$ cat config.mk
export PLATFORM = sky130hd
export DESIGN_NAME = qprs_top
export DESIGN_NICKNAME = d
export VERILOG_FILES = /design/src/verilog/qprs_pkg.sv /design/src/verilog/qprs_top.sv
export VERILOG_INCLUDE_DIRS = /design/src /design/src/verilog
export SDC_FILE = /design/constraint.sdc
export NUM_CORES = 1
export LEC_CHECK = 0
export BUFFER_PORTS_ARGS = -buffer_cell sky130_fd_sc_hd__buf_2
export CORE_MARGIN = 2
export CORE_UTILIZATION = 32
export DETAILED_ROUTE_END_ITERATION = 8
export MAX_ROUTING_LAYER = met4
export PLACE_DENSITY = 0.52
export SLEW_MARGIN = 40
export SYNTH_ARGS = -nofsm -noshare
export SYNTH_HDL_FRONTEND = slang
export SYNTH_SLANG_ARGS = --single-unit
$ cat constraint.sdc
create_clock -name ref_clk -period 9 [get_ports ref_clk]
set_input_delay 1.8 -clock ref_clk [delete_from_list [all_inputs] [get_ports ref_clk]]
set_output_delay 1.8 -clock ref_clk [all_outputs]
set_load 0.02 [all_outputs]
$ cat src/verilog/qprs_cfg.svh
// Constants of the quadrature pulse rate scaler: offsets, reset values and timing.
`ifndef QPRS_CFG_SVH
`define QPRS_CFG_SVH

// ------------------------------------------------------------
// Register byte offsets
// ------------------------------------------------------------
`define QPRS_OFS_CTRL 5'h00
`define QPRS_OFS_FACTOR1 5'h04
`define QPRS_OFS_FACTOR2 5'h08
`define QPRS_OFS_MARKER_PPR 5'h0c
`define QPRS_OFS_CTLIN_CFG 5'h10
`define QPRS_OFS_STATUS 5'h14
`define QPRS_OFS_POSITION 5'h18

// ------------------------------------------------------------
// Field positions, reset values and factor limits
// ------------------------------------------------------------
`define QPRS_CTRL_DUAL 0
`define QPRS_CTRL_ZSYNC 1
`define QPRS_CTRL_INVERT 2
`define QPRS_CTRL_RST 3'h1
`define QPRS_FACTOR_RST 17'h02710
`define QPRS_FACTOR_MIN 17'h00005
`define QPRS_FACTOR_MAX 17'h1869f
`define QPRS_PPR_RST 16'h0400
`define QPRS_CTLIN_RST 16'h0000

// ------------------------------------------------------------
// Timing
// ------------------------------------------------------------
`define QPRS_CLK_PERIOD_NS 40
`define QPRS_OUT_PERIOD_NS 1000
`define QPRS_EDGE_GAP_CYC ((`QPRS_OUT_PERIOD_NS / 4 + `QPRS_CLK_PERIOD_NS - 1) / `QPRS_CLK_PERIOD_NS)

`endif

$ cat src/verilog/qprs_pkg.sv
// Types shared by the quadrature pulse rate scaler.
package qprs_pkg;

    typedef logic [31:0] qprs_word_t;

    typedef enum logic [1:0] {
        QPRS_PH0 = 2'b00,
        QPRS_PH1 = 2'b01,
        QPRS_PH2 = 2'b10,
        QPRS_PH3 = 2'b11
    } qprs_phase_e;

    typedef enum logic [1:0] {
        QPRS_FN_NONE = 2'b00,
        QPRS_FN_LOCK = 2'b01,
        QPRS_FN_REVERSE = 2'b10,
        QPRS_FN_FREEZE = 2'b11
    } qprs_func_e;

endpackage

$ cat src/verilog/qprs_top.sv
// Quadrature pulse rate scaler with an AHB-Lite register slave.
//
// Design decisions made here: the placing of the registers and register access over AHB-Lite.
`include "qprs_cfg.svh"

module qprs_top #(
    parameter int CTL_INPUTS = 4,
    parameter int GAP_WIDTH = 16
) (
    input wire logic ref_clk,
    input wire logic reset_n,
    input wire logic hsel,
    input wire logic [31:0] haddr,
    input wire logic [1:0] htrans,
    input wire logic hwrite,
    input wire logic [2:0] hsize,
    input wire qprs_pkg::qprs_word_t hwdata,
    input wire logic hready,
    output qprs_pkg::qprs_word_t hrdata,
    output logic hreadyout,
    output logic hresp,
    input wire logic enc_a,
    input wire logic enc_b,
    input wire logic enc_z,
    input wire logic [CTL_INPUTS-1:0] ctl_in,
    output logic out_a,
    output logic out_a_n,
    output logic out_b,
    output logic out_b_n,
    output logic out_z,
    output logic out_z_n,
    output logic key_lock
);
    import qprs_pkg::*;

    // ------------------------------------------------------------
    // Parameter checks
    // ------------------------------------------------------------
    initial begin
        if (CTL_INPUTS != 4) begin
            $error("qprs_top: the control configuration register serves exactly four inputs");
        end
        if (GAP_WIDTH < 8 || GAP_WIDTH > 24) begin
            $error("qprs_top: GAP_WIDTH must lie between 8 and 24");
        end
    end

    localparam logic [GAP_WIDTH-1:0] EDGE_GAP = GAP_WIDTH'(`QPRS_EDGE_GAP_CYC - 1);
    localparam logic [GAP_WIDTH-1:0] GAP_MAX = '1;

    // ------------------------------------------------------------
    // State
    // ------------------------------------------------------------
    typedef struct packed {
        logic dph_wr;
        logic [4:0] dph_ofs;
        qprs_word_t rdata;
        logic [2:0] ctrl;
        logic [16:0] factor1;
        logic [16:0] factor2;
        logic [15:0] ppr;
        logic [15:0] ctlin_cfg;
        logic [1:0] in_ab;
        logic in_z;
        logic signed [31:0] acc;
        qprs_phase_e phase;
        logic [GAP_WIDTH-1:0] gap;
        logic [GAP_WIDTH-1:0] last_gap;
        logic last_up;
        logic [17:0] mpos;
        logic [31:0] pos;
        logic oa;
        logic ob;
        logic oz;
        logic lock;
        logic reverse;
        logic freeze;
    } qprs_state_s;

    qprs_state_s s_q;
    qprs_state_s s_d;
    logic [1:0] rst_sync_q;
    logic rst_n;

    // ------------------------------------------------------------
    // Functions
    // ------------------------------------------------------------

    // Quadrature step between two A/B samples: +1, -1 or 0.
    function automatic logic signed [1:0] quad_step(input logic [1:0] prev, input logic [1:0] cur);
        logic signed [1:0] r;
        r = 2'sb00;
        unique case ({prev, cur})
            4'b0010, 4'b1011, 4'b1101, 4'b0100: r = 2'sb01;
            4'b0001, 4'b0111, 4'b1110, 4'b1000: r = 2'sb11;
            default: r = 2'sb00;
        endcase
        return r;
    endfunction

    function automatic logic signed [31:0] widen(input logic [16:0] v);
        return signed'({15'h0000, v});
    endfunction

    function automatic logic factor_ok(input logic [31:0] v);
        return v[31:17] == 15'h0000 && v[16:0] >= `QPRS_FACTOR_MIN && v[16:0] <= `QPRS_FACTOR_MAX;
    endfunction

    // ------------------------------------------------------------
    // Reset release
    // ------------------------------------------------------------
    always_ff @(posedge ref_clk or negedge reset_n) begin
        if (!reset_n) begin
            rst_sync_q <= 2'b00;
        end else begin
            rst_sync_q <= {rst_sync_q[0], 1'b1};
        end
    end
    assign rst_n = rst_sync_q[1];

    // ------------------------------------------------------------
    // Next state
    // ------------------------------------------------------------
    logic act;
    logic [3:0] fn_cfg;
    logic signed [1:0] in_step;
    logic signed [31:0] acc_in;
    logic step_up;
    logic step_dn;
    logic [17:0] mtop;
    logic [4:0] ofs;

    always_comb begin
        s_d = s_q;
        act = 1'b0;
        fn_cfg = 4'h0;
        in_step = 2'sb00;
        acc_in = 32'sh0;
        step_up = 1'b0;
        step_dn = 1'b0;
        mtop = 18'h00000;
        ofs = haddr[4:0];

        // Control inputs: each nibble holds polarity in bit 0 and function above it.
        s_d.lock = 1'b0;
        s_d.reverse = 1'b0;
        s_d.freeze = 1'b0;
        for (int i = 0; i < 4; i++) begin
            fn_cfg = s_q.ctlin_cfg[4*i +: 4];
            act = ctl_in[i] == fn_cfg[0];
            if (act) begin
                unique case (qprs_func_e'(fn_cfg[2:1]))
                    QPRS_FN_NONE: ;
                    QPRS_FN_LOCK: s_d.lock = 1'b1;
                    QPRS_FN_REVERSE: s_d.reverse = 1'b1;
                    QPRS_FN_FREEZE: s_d.freeze = 1'b1;
                endcase
            end
        end

        // Input decoding; a sampled level is trusted as the partner stays within its frequency limit.
        s_d.in_ab = {enc_a, enc_b};
        s_d.in_z = enc_z;
        if (s_q.ctrl[`QPRS_CTRL_DUAL]) begin
            in_step = quad_step(s_q.in_ab, {enc_a, enc_b});
        end else if (enc_a && !s_q.in_ab[1]) begin
            in_step = 2'sb01;
        end
        if (s_q.ctrl[`QPRS_CTRL_INVERT] ^ s_q.reverse) begin
            in_step = -in_step;
        end

        // Every input step moves the accumulator by factor 1; output steps outside freeze remove factor 2.
        if (in_step == 2'sb01) begin
            acc_in = widen(s_q.factor1);
        end else if (in_step == 2'sb11) begin
            acc_in = -widen(s_q.factor1);
        end

        // The edge gap keeps each output quarter period long enough for 1 MHz and for 90 degrees.
        s_d.gap = (s_q.gap == GAP_MAX) ? s_q.gap : s_q.gap + 1'b1;
        if (s_q.freeze) begin
            if (s_q.gap >= EDGE_GAP && s_q.gap >= s_q.last_gap) begin
                step_up = s_q.last_up;
                step_dn = !s_q.last_up;
            end
        end else if (s_q.gap >= EDGE_GAP) begin
            step_up = s_q.acc >= widen(s_q.factor2);
            step_dn = s_q.acc <= -widen(s_q.factor2);
        end

        // The remainder stays signed across input pulses, so direction changes cancel exactly.
        s_d.acc = s_q.acc + acc_in;
        if (!s_q.freeze && step_up) begin
            s_d.acc = s_d.acc - widen(s_q.factor2);
        end else if (!s_q.freeze && step_dn) begin
            s_d.acc = s_d.acc + widen(s_q.factor2);
        end

        // Output quadrature generator and marker position.
        mtop = {s_q.ppr, 2'b00} - 18'h00001;
        if (step_up || step_dn) begin
            s_d.last_gap = s_q.gap;
            s_d.gap = '0;
            s_d.last_up = step_up;
            s_d.pos = step_up ? s_q.pos + 32'h1 : s_q.pos - 32'h1;
            s_d.phase = qprs_phase_e'(step_up ? s_q.phase + 2'b01 : s_q.phase - 2'b01);
            if (step_up) begin
                s_d.mpos = (s_q.mpos >= mtop) ? 18'h00000 : s_q.mpos + 18'h00001;
            end else begin
                s_d.mpos = (s_q.mpos == 18'h00000 || s_q.mpos > mtop) ? mtop : s_q.mpos - 18'h00001;
            end
        end
        // A missing marker input simply never produces a rising edge here.
        if (s_q.ctrl[`QPRS_CTRL_ZSYNC] && enc_z && !s_q.in_z) begin
            s_d.mpos = 18'h00000;
        end

        unique case (s_d.phase)
            QPRS_PH0: {s_d.oa, s_d.ob} = 2'b00;
            QPRS_PH1: {s_d.oa, s_d.ob} = 2'b10;
            QPRS_PH2: {s_d.oa, s_d.ob} = 2'b11;
            QPRS_PH3: {s_d.oa, s_d.ob} = 2'b01;
        endcase
        s_d.oz = s_q.ppr != 16'h0000 && s_d.mpos == 18'h00000;

        // Bus data phase: writes take effect at the edge that ends it.
        s_d.dph_wr = 1'b0;
        if (s_q.dph_wr) begin
            unique case (s_q.dph_ofs)
                `QPRS_OFS_CTRL: s_d.ctrl = hwdata[2:0];
                `QPRS_OFS_FACTOR1: s_d.factor1 = factor_ok(hwdata) ? hwdata[16:0] : s_q.factor1;
                `QPRS_OFS_FACTOR2: s_d.factor2 = factor_ok(hwdata) ? hwdata[16:0] : s_q.factor2;
                `QPRS_OFS_MARKER_PPR: s_d.ppr = hwdata[15:0];
                `QPRS_OFS_CTLIN_CFG: s_d.ctlin_cfg = hwdata[15:0];
                default: ;
            endcase
        end

        // Bus address phase: read data is captured now so it stands during the data phase.
        if (hsel && htrans[1] && hready) begin
            s_d.dph_wr = hwrite && hsize == 3'b010 && haddr[31:5] == 27'h0;
            s_d.dph_ofs = ofs;
            s_d.rdata = 32'h0;
            if (!hwrite && haddr[31:5] == 27'h0) begin
                unique case (ofs)
                    `QPRS_OFS_CTRL: s_d.rdata = {29'h0, s_q.ctrl};
                    `QPRS_OFS_FACTOR1: s_d.rdata = {15'h0, s_q.factor1};
                    `QPRS_OFS_FACTOR2: s_d.rdata = {15'h0, s_q.factor2};
                    `QPRS_OFS_MARKER_PPR: s_d.rdata = {16'h0, s_q.ppr};
                    `QPRS_OFS_CTLIN_CFG: s_d.rdata = {16'h0, s_q.ctlin_cfg};
                    `QPRS_OFS_STATUS: s_d.rdata = {27'h0, s_q.oz, s_q.last_up, s_q.freeze, s_q.reverse, s_q.lock};
                    `QPRS_OFS_POSITION: s_d.rdata = s_q.pos;
                    default: s_d.rdata = 32'h0;
                endcase
            end
        end
    end

    // ------------------------------------------------------------
    // Registers
    // ------------------------------------------------------------
    always_ff @(posedge ref_clk or negedge rst_n) begin
        if (!rst_n) begin
            s_q <= '{
                dph_wr: 1'b0,
                dph_ofs: 5'h00,
                rdata: 32'h0,
                ctrl: `QPRS_CTRL_RST,
                factor1: `QPRS_FACTOR_RST,
                factor2: `QPRS_FACTOR_RST,
                ppr: `QPRS_PPR_RST,
                ctlin_cfg: `QPRS_CTLIN_RST,
                in_ab: 2'b00,
                in_z: 1'b0,
                acc: 32'sh0,
                phase: QPRS_PH0,
                gap: '0,
                last_gap: '0,
                last_up: 1'b1,
                mpos: 18'h00000,
                pos: 32'h0,
                oa: 1'b0,
                ob: 1'b0,
                oz: 1'b1,
                lock: 1'b0,
                reverse: 1'b0,
                freeze: 1'b0
            };
        end else begin
            s_q <= s_d;
        end
    end

    // ------------------------------------------------------------
    // Outputs
    // ------------------------------------------------------------
    assign hrdata = s_q.rdata;
    assign hreadyout = 1'b1;
    assign hresp = 1'b0;
    assign out_a = s_q.oa;
    assign out_a_n = !s_q.oa;
    assign out_b = s_q.ob;
    assign out_b_n = !s_q.ob;
    assign out_z = s_q.oz;
    assign out_z_n = !s_q.oz;
    assign key_lock = s_q.lock;

endmodule

Word level (Yosys, flattened, before mapping):

Memory sizes are Yosys's and may differ from the RTL's.
Index checks and enable logic that the tools add are counted.

* register bits after elaboration: 235
* ROM bits: 32
* input port bits: 81
* output and inout bits: 41
* logic and storage cells: 160
* memories: 1

Memory list
* (no name shown): words 16, bits a word 2, rd ports 1, clocked after memory_dff 0, wr ports 0, RTL line qprs_top.sv:93 `unique case ({prev, cur})`

* add/sub/neg operators: 14
* $lt $le $gt $ge: 8
* eq/ne operators: 34
* mux-type cells: 41
* bitwise operators: 1
* reduce and logical (&&, ||, !) cells: 37

Operators with widths (count)
* $pmux 32 s7: 1
* $mux 32: 6
* $mux 85: 1
* $mux 18: 4
* $neg 17->32: 2
* $mux 38: 1
* $logic_not 18->1: 2
* $sub 18x1->18 const B: 2
* $add 32x1->32 const B: 1
* $add 32x18->32: 1
* $add 32x32->32: 1
* $ge 32x18->1: 1
* $le 32x32->1: 1
* $sub 32x1->32 const B: 1
* $sub 32x18->32: 1
* $logic_not 27->1: 1
* $eq 2x2->1 const B: 11
* $eq 5x4->1 const B: 4
* $eq 5x5->1 const B: 4
* $mux 1: 19
* $add 18x1->18 const B: 1
* $ge 18x18->1: 1
* $gt 18x18->1: 1
* $ge 17x3->1 const B: 1
* other kinds (27): 66

Logic depth before layout (Yosys ltp):

Gate-level depths: netlist of run 1.

* depth in word-level cells: 13
* mapped depth: 34
* mapped depth without buffers: 33

Least setup slack after synthesis of run 1:

OpenSTA, ideal clock, no wires.

* path kind: input -> register
* from: input enc_a
* to: register s_q[121] in the netlist's numbering
* setup time: 0.128 ns
* data arrival time: 7.561 ns
* path slack: 1.310 ns
* cell stages on the path: 32
* path through: inv_1 -> ha_1 -> xnor2_1 -> a211oi_1 -> a31oi_1 -> nor2_1 -> xnor2_1 -> clkbuf_1 -> o31ai_1 -> xor2_1 -> nor2_1 -> ha_1 -> o21ai_0 -> o21ai_0 -> o21ai_0 -> o21a_1 -> o21bai_1 -> a21oi_1 -> o21ai_0 -> a21o_1 -> a21oi_1 -> xnor2_1 -> ha_1 -> inv_1 -> nand2_1 -> o31ai_1 -> a2111oi_0 -> or2_2 -> and4b_1 -> and4b_1 -> mux2i_1 -> xor2_1

RTL lines
* start: declaration: RTL line qprs_top.sv:22 `input wire logic enc_a,`
* end signal: assignment: RTL line qprs_top.sv:265 `s_q <= '{`
* end: declaration: RTL line qprs_top.sv:80 `qprs_state_s s_q;`

==> flow_metrics.tcl, run 1 <==
set metrics [dict create \
    ys_warn_count 0 \
    core_um2 58910 \
    pin_count 122 \
    grt_pass1_wl_um 88870 \
    final_nets 2515 \
    synth-async-reset-ratio_pct 100.0 \
    yosysSeqAreaShare_pct 31.03 \
    area_growth_pct 12.26 \
    ys.flop_type "dfrtp_1" \
    cp_slowest_stage_delay_ns 0.48 \
    switching_power_mw 2.836 \
    required_ns 9.46 \
    fp.dieW_um 247.7 \
    overflow 0 \
    track_usage_pct 18.76 \
    netlist_top_cells_count "dfrtp_1, nor2_1, ha_1" \
    fin_tns_setup_ns 0 \
    cap_violations 0 \
    fmax_mhz 127.7 \
    cts_buffers 28 \
    via_per_inst 5.461 \
    finalClockSkew_ns 0.01408 \
    hold_violations 0 \
    antenna_found_initial 1 \
    root_buffer "clkbuf_16" \
    grt_max_degree 87 \
    post_cts_buffers 0 \
    clk_pin_slew_ns 0.06 \
    synth_most_common_cell "dfrtp_1" \
    synth_edf_count 0 \
    rsz0062_at_grt "false" \
    maxSlewViolCount 0 \
    synth_top_cells_by_area "dfrtp_1, ha_1, mux2_2" \
    swShare_pct 45.02 \
    synth_top_cell_by_area "dfrtp_1" \
    power_leakage_nw 9.648 \
    cp_slowest_cell "or4_1" \
    crit_fanout 12 \
    cts_max_path_buffers 3 \
    ant_nets 0 \
    routedWlPerCell_um 18.73 \
    status "completed" \
    drtPass1Iterations 5 \
    fill_cells 5984 \
    hpwl_um 44090 \
    htreeDepth 1 \
    initial_core_util_pct 32.27 \
    min_period_ns 7.830 \
    cts.hold.buffers_added 0 \
    ff_latch_area_um2 5902 \
    route.detailed.drc 0 \
    cts-resized-gates 0 \
    syn_inst 2182 \
    fp-row-count 89 \
    cts_sinks 235 \
    maxSlewHeadroom_pct 45.08 \
    finalWirelength_um 56910 \
    pwr-share-comb_pct 56.5 \
    min_path_type "reg2async" \
    vdd_ir_drop_max_mv 0.1907 \
    r2r_slack_ns 2.05 \
    pwr-share-clk_pct 19.4 \
    die-area_um2 61370 \
    power_density_nw_per_um2 295.1 \
    multi_input_area_um2 12240 \
    io_buffer_count 118 \
    setup_viol 0 \
    crit_path_start_kind "input pin" \
    p_int_mw 3.463 \
    drive_gt1_share_pct 14.18 \
    grt_pass1_vias 16000 \
    preCtsSetupSlack_ns 0.6597 \
    worst_slew_pin_slew_ns 0.8163 \
    synth.top_cell.area_share_pct 29.09 \
    synth_cell_type_count 84 \
    reg2reg_depth 23 \
    die_h_um 247.7 \
    seqPwrFrac_pct 24.1 \
    cp_common_cell "o21ai_0" \
    syn_area_per_cell_um2 8.712 \
    worstSetupPathType "in2reg" \
    cts_tree "built" \
    crit_path_end_kind "flip-flop" \
    vias 16590 \
    drt_iter0_drc 1240 \
    gp_congestion 0.9369 \
    ys_ff_latch 235 \
    period_share_pct 87.00 \
    arrival_ns 8.29 \
    clock_latency_ns 0.57 \
    setup_slack_ns 1.170 \
    netlist_area_um2 19010 \
]
[per-stage QoR]
| step | util [%] | area, um^2 | power, mW | hold slack (ns) | instances |
|---|---|---|---|---|---|
| 2_1_floorplan | - | 19010 | 4.180 | 0.3312 | 2183 |
| 3_3_place_gp | 34.32 | 20220 | 4.988 | 0.3358 | 2979 |
| 3_5_place_dp | 34.54 | 20340 | 5.058 | 0.1650 | 2985 |
| 4_1_cts | 36.20 | 21320 | 6.319 | 0.1693 | 3037 |
| 5_1_grt | 36.23 | 21340 | 6.845 | 0.1755 | 3038 |
| 6_report | 36.23 | 21340 | 6.298 | 0.1645 | 3038 |
[power by group through the flow]
stage,clock (mW),combinational (mW),sequential (mW)
after global placement,0,3.45,1.54
after CTS,1.25,3.56,1.52
after global routing,1.29,4.01,1.55
final,1.22,3.56,1.52
after floorplan,0,2.74,1.44
after detailed placement,0,3.52,1.53
[path summary, 6_finish.rpt]
| kind | start | end |
|---|---|---|
| worst max-delay path | enc_a | s_q[121]$_DFF_PN0_ |
| worst min-delay path | rst_sync_q[1]$_DFF_PN0_ | hrdata[6]$_DFFE_PN0P_ |
| worst max register to register | s_q[171]$_DFFE_PN1P_ | s_q[37]$_DFFE_PN0N_ |
| worst min register to register | rst_sync_q[1]$_DFF_PN0_ | hrdata[6]$_DFFE_PN0P_ |
| max in group asynchronous | rst_sync_q[1]$_DFF_PN0_ | s_q[188]$_DFFE_PN1P_ |
| min in group ref_clk | rst_sync_q[0]$_DFF_PN0_ | rst_sync_q[1]$_DFF_PN0_ |
[worst max-delay path, delay by kind of cell]
family          cells  cell delay [ns]
compound gates     14             2.67
xor+xnor            5             1.00
fa+ha+maj           3             1.02
buf+inv             3             0.40
mux                 1             0.14
simple gates        6             1.26
[metal layers]
metal  wire length (um)  part of all wire [%]  global-route usage [%]
met5                  0                     0                       -
met4               1039                   1.8                   3.716
met3               2488                   4.4                   2.076
met2              25710                    45                   29.49
met1              27670                    49                   26.11
[cell type report]
class                           instances  share of cell area, %
Multi-Input combinational cell       1727                  57.36
Sequential cell                       235                  27.66
Tap cell                              773                  4.532
Timing Repair Buffer                  145                  4.004
Clock buffer                           44                  3.899
Inverter                              105                  1.847
Clock inverter                          8                 0.6918
Antenna cell                            1                0.01173
[registers in the layout, summed over array words and instances, names as in the netlist]
| register | flops |
|---|---|
| out_z | 1 |
| s_q | 193 |
| out_b | 1 |
| key_lock | 1 |
| out_a | 1 |
| fn_cfg | 4 |
| rst_sync_q | 2 |
| hrdata | 32 |
[placed cells by master, fill, tap and decap left out, types with 20 or more instances in the layout]
master and instances:
a211oi_1 20, a21o_1 64, a21oi_1 143, a22o_1 35, a22oi_1 25, and3_1 25
buf_2 118, buf_4 22, clkbuf_16 29, dfrtp_1 220, ha_1 188, inv_1 105
mux2_2 79, nand2_1 186, nand3_1 51, nand4_1 29, nor2_1 199, nor3_1 64
nor4_1 38, o21ai_0 95, xnor2_1 93, xor2_1 55
[logic make-up (layout without fill, tap and decap cells)]
group / count (synthesis) / after routing / synth area share (%)
XOR/XNOR: 148 / 148 / 6.819
other: 2 / 4 / 0.03951
AND/OR/NAND/NOR: 715 / 715 / 18.11
multiplexers: 96 / 96 / 5.641
buffers and inverters: 221 / 302 / 5.068
AO/OA/AOI/OAI: 573 / 573 / 20.50
adder cells (fa/ha/maj): 192 / 192 / 12.80
flip-flops: 235 / 235 / 31.03
Note: power is estimated with default switching activity, not from simulation.
==> inputs of run 2 (changes only) <==
CORE_UTILIZATION = 40   (was 32)
PLACE_DENSITY = 0.66   (was 0.52)
==> run 2 against run 1 <==
Register-to-register slack worse by 0.10 ns. Critical path depth is the same. Non-clock buffer count fell by 1. Sequential power about the same. Cell count decreased by 5.5%. First-iteration DRC count up 14%. Routed wire length down 0.71%.
==> flow_metrics.tcl, run 2 (synthesis gave the netlist of run 1 again) <==
set metrics [dict create \
    power_leakage_nw 9.605 \
    largest_reg_flops 193 \
    initial_core_util_pct 40.66 \
    die-area_um2 49280 \
    cts.hold.buffers_added 0 \
    grt_max_degree 79 \
    cp_slowest_stage_delay_ns 0.51 \
    final_common_cell "dfrtp_1" \
    maxSlewViolCount 0 \
    hpwl_um 42830 \
    arrival_ns 8.31 \
    multi_input_area_um2 12240 \
    fill_cells 4489 \
    via_per_inst 5.948 \
    cts-resized-gates 0 \
    final_nets 2514 \
    cts_tree "built" \
    power_density_nw_per_um2 298.1 \
    final_core_util_pct 44.96 \
    fmax_mhz 127.5 \
    route.detailed.drc 0 \
    drive_gt1_share_pct 14.36 \
    clock_latency_ns 0.59 \
    min_path_type "reg2async" \
    drtPass1Iterations 7 \
    post_cts_buffers 0 \
    cap_violations 0 \
    min_period_ns 7.843 \
    root_buffer "clkbuf_16" \
    rsz0062_at_grt "false" \
    grt_pass1_vias 16340 \
    setup_viol 0 \
    finalWirelength_um 56500 \
    die_h_um 222 \
    fin_tns_setup_ns 0 \
    maxSlewHeadroom_pct 44.64 \
    ant_nets 0 \
    hold_violations 0 \
    crit_fanout 11 \
    htreeDepth 1 \
    gp_congestion 0.9534 \
    clk_pin_slew_ns 0.06 \
    fp.dieW_um 222 \
    status "completed" \
    antenna_found_initial 3 \
    largest-register "s_q" \
    track_usage_pct 23.06 \
    io_buffer_count 118 \
    area_growth_pct 10.58 \
    period_share_pct 87.14 \
    worstSetupPathType "in2reg" \
    required_ns 9.47 \
    vdd_ir_drop_max_mv 0.1945 \
    ff_latch_area_um2 5902 \
    cts_sinks 235 \
    drt_iter0_drc 1414 \
    cp_slowest_cell "o32ai_1" \
    core_um2 46750 \
    crit_path_end_kind "flip-flop" \
    finalClockSkew_ns 0.01600 \
    pin_count 122 \
    cts_buffers 28 \
    worst_slew_pin_slew_ns 0.8241 \
    layout_common_cells "dfrtp_1, nor2_1, ha_1" \
    routedWlPerCell_um 19.68 \
    cts_max_path_buffers 3 \
    grt_pass1_wl_um 89680 \
    vias 17080 \
    overflow 0 \
    crit_path_start_kind "input pin" \
    fp-row-count 79 \
]
run 2: routing by layer:
metal  part of all wire [%]  GRT usage (%)  wire length [um]
met2                     46          36.34             25730
met3                    6.6          3.313              3706
met1                     45          30.98             25570
met5                      0              -                 0
met4                    2.6          6.343              1494
run 2: worst paths after layout:
path	slack [ns]	to	depth (start not counted)	start
max	1.16	s_q[119]$_DFF_PN0_	32	enc_a
min	0.30	s_q[91]$_DFF_PN0_	0	rst_sync_q[1]$_DFF_PN0_
max reg2reg	1.95	s_q[37]$_DFFE_PN0N_	24	s_q[171]$_DFFE_PN1P_
min reg2reg	0.30	s_q[91]$_DFF_PN0_	0	rst_sync_q[1]$_DFF_PN0_
max in group asynchronous	7.07	s_q[65]$_DFFE_PN0N_	2	rst_sync_q[1]$_DFF_PN0_
min in group ref_clk	0.35	rst_sync_q[1]$_DFF_PN0_	0	rst_sync_q[0]$_DFF_PN0_
run 2: power by group:
part / total [mW] / leakage, nW / internal (mW) / switching (mW)
clock: 1.15 / 0.456 / 0.661 / 0.488
combinational: 3.60 / 6.17 / 1.45 / 2.14
sequential: 1.52 / 2.97 / 1.27 / 0.251
total: 6.27 / 9.60 / 3.38 / 2.88
run 2: critical path, delay by kind of cell:
kind            cells  cell delay, ns
compound gates     15            3.15
xor+xnor            5            0.91
fa+ha+maj           3            1.01
buf+inv             4            0.56
simple gates        5            0.89
run 2: through the flow:
step / hold WS (ns) / cell area (um^2) / setup WS (ns) / cells / total power, mW
after floorplan: 0.3312 / 19010 / 1.310 / 2183 / 4.180
after global placement: 0.3113 / 20000 / 0.7390 / 2814 / 4.933
after detailed placement: 0.3154 / 20060 / 0.6857 / 2817 / 5.043
after CTS: 0.3207 / 20990 / 1.262 / 2869 / 6.229
after global routing: 0.3353 / 21020 / 0.6020 / 2871 / 6.747
final: 0.3024 / 21020 / 1.157 / 2871 / 6.265
run 2: final cells by class:
| cell class | instances | share of cell area [%] |
|---|---|---|
| Multi-Input combinational cell | 1727 | 58.21 |
| Sequential cell | 235 | 28.08 |
| Clock buffer | 41 | 3.899 |
| Timing Repair Buffer | 144 | 3.792 |
| Tap cell | 607 | 3.613 |
| Inverter | 105 | 1.875 |
| Clock inverter | 11 | 0.5238 |
| Antenna cell | 1 | 0.01190 |
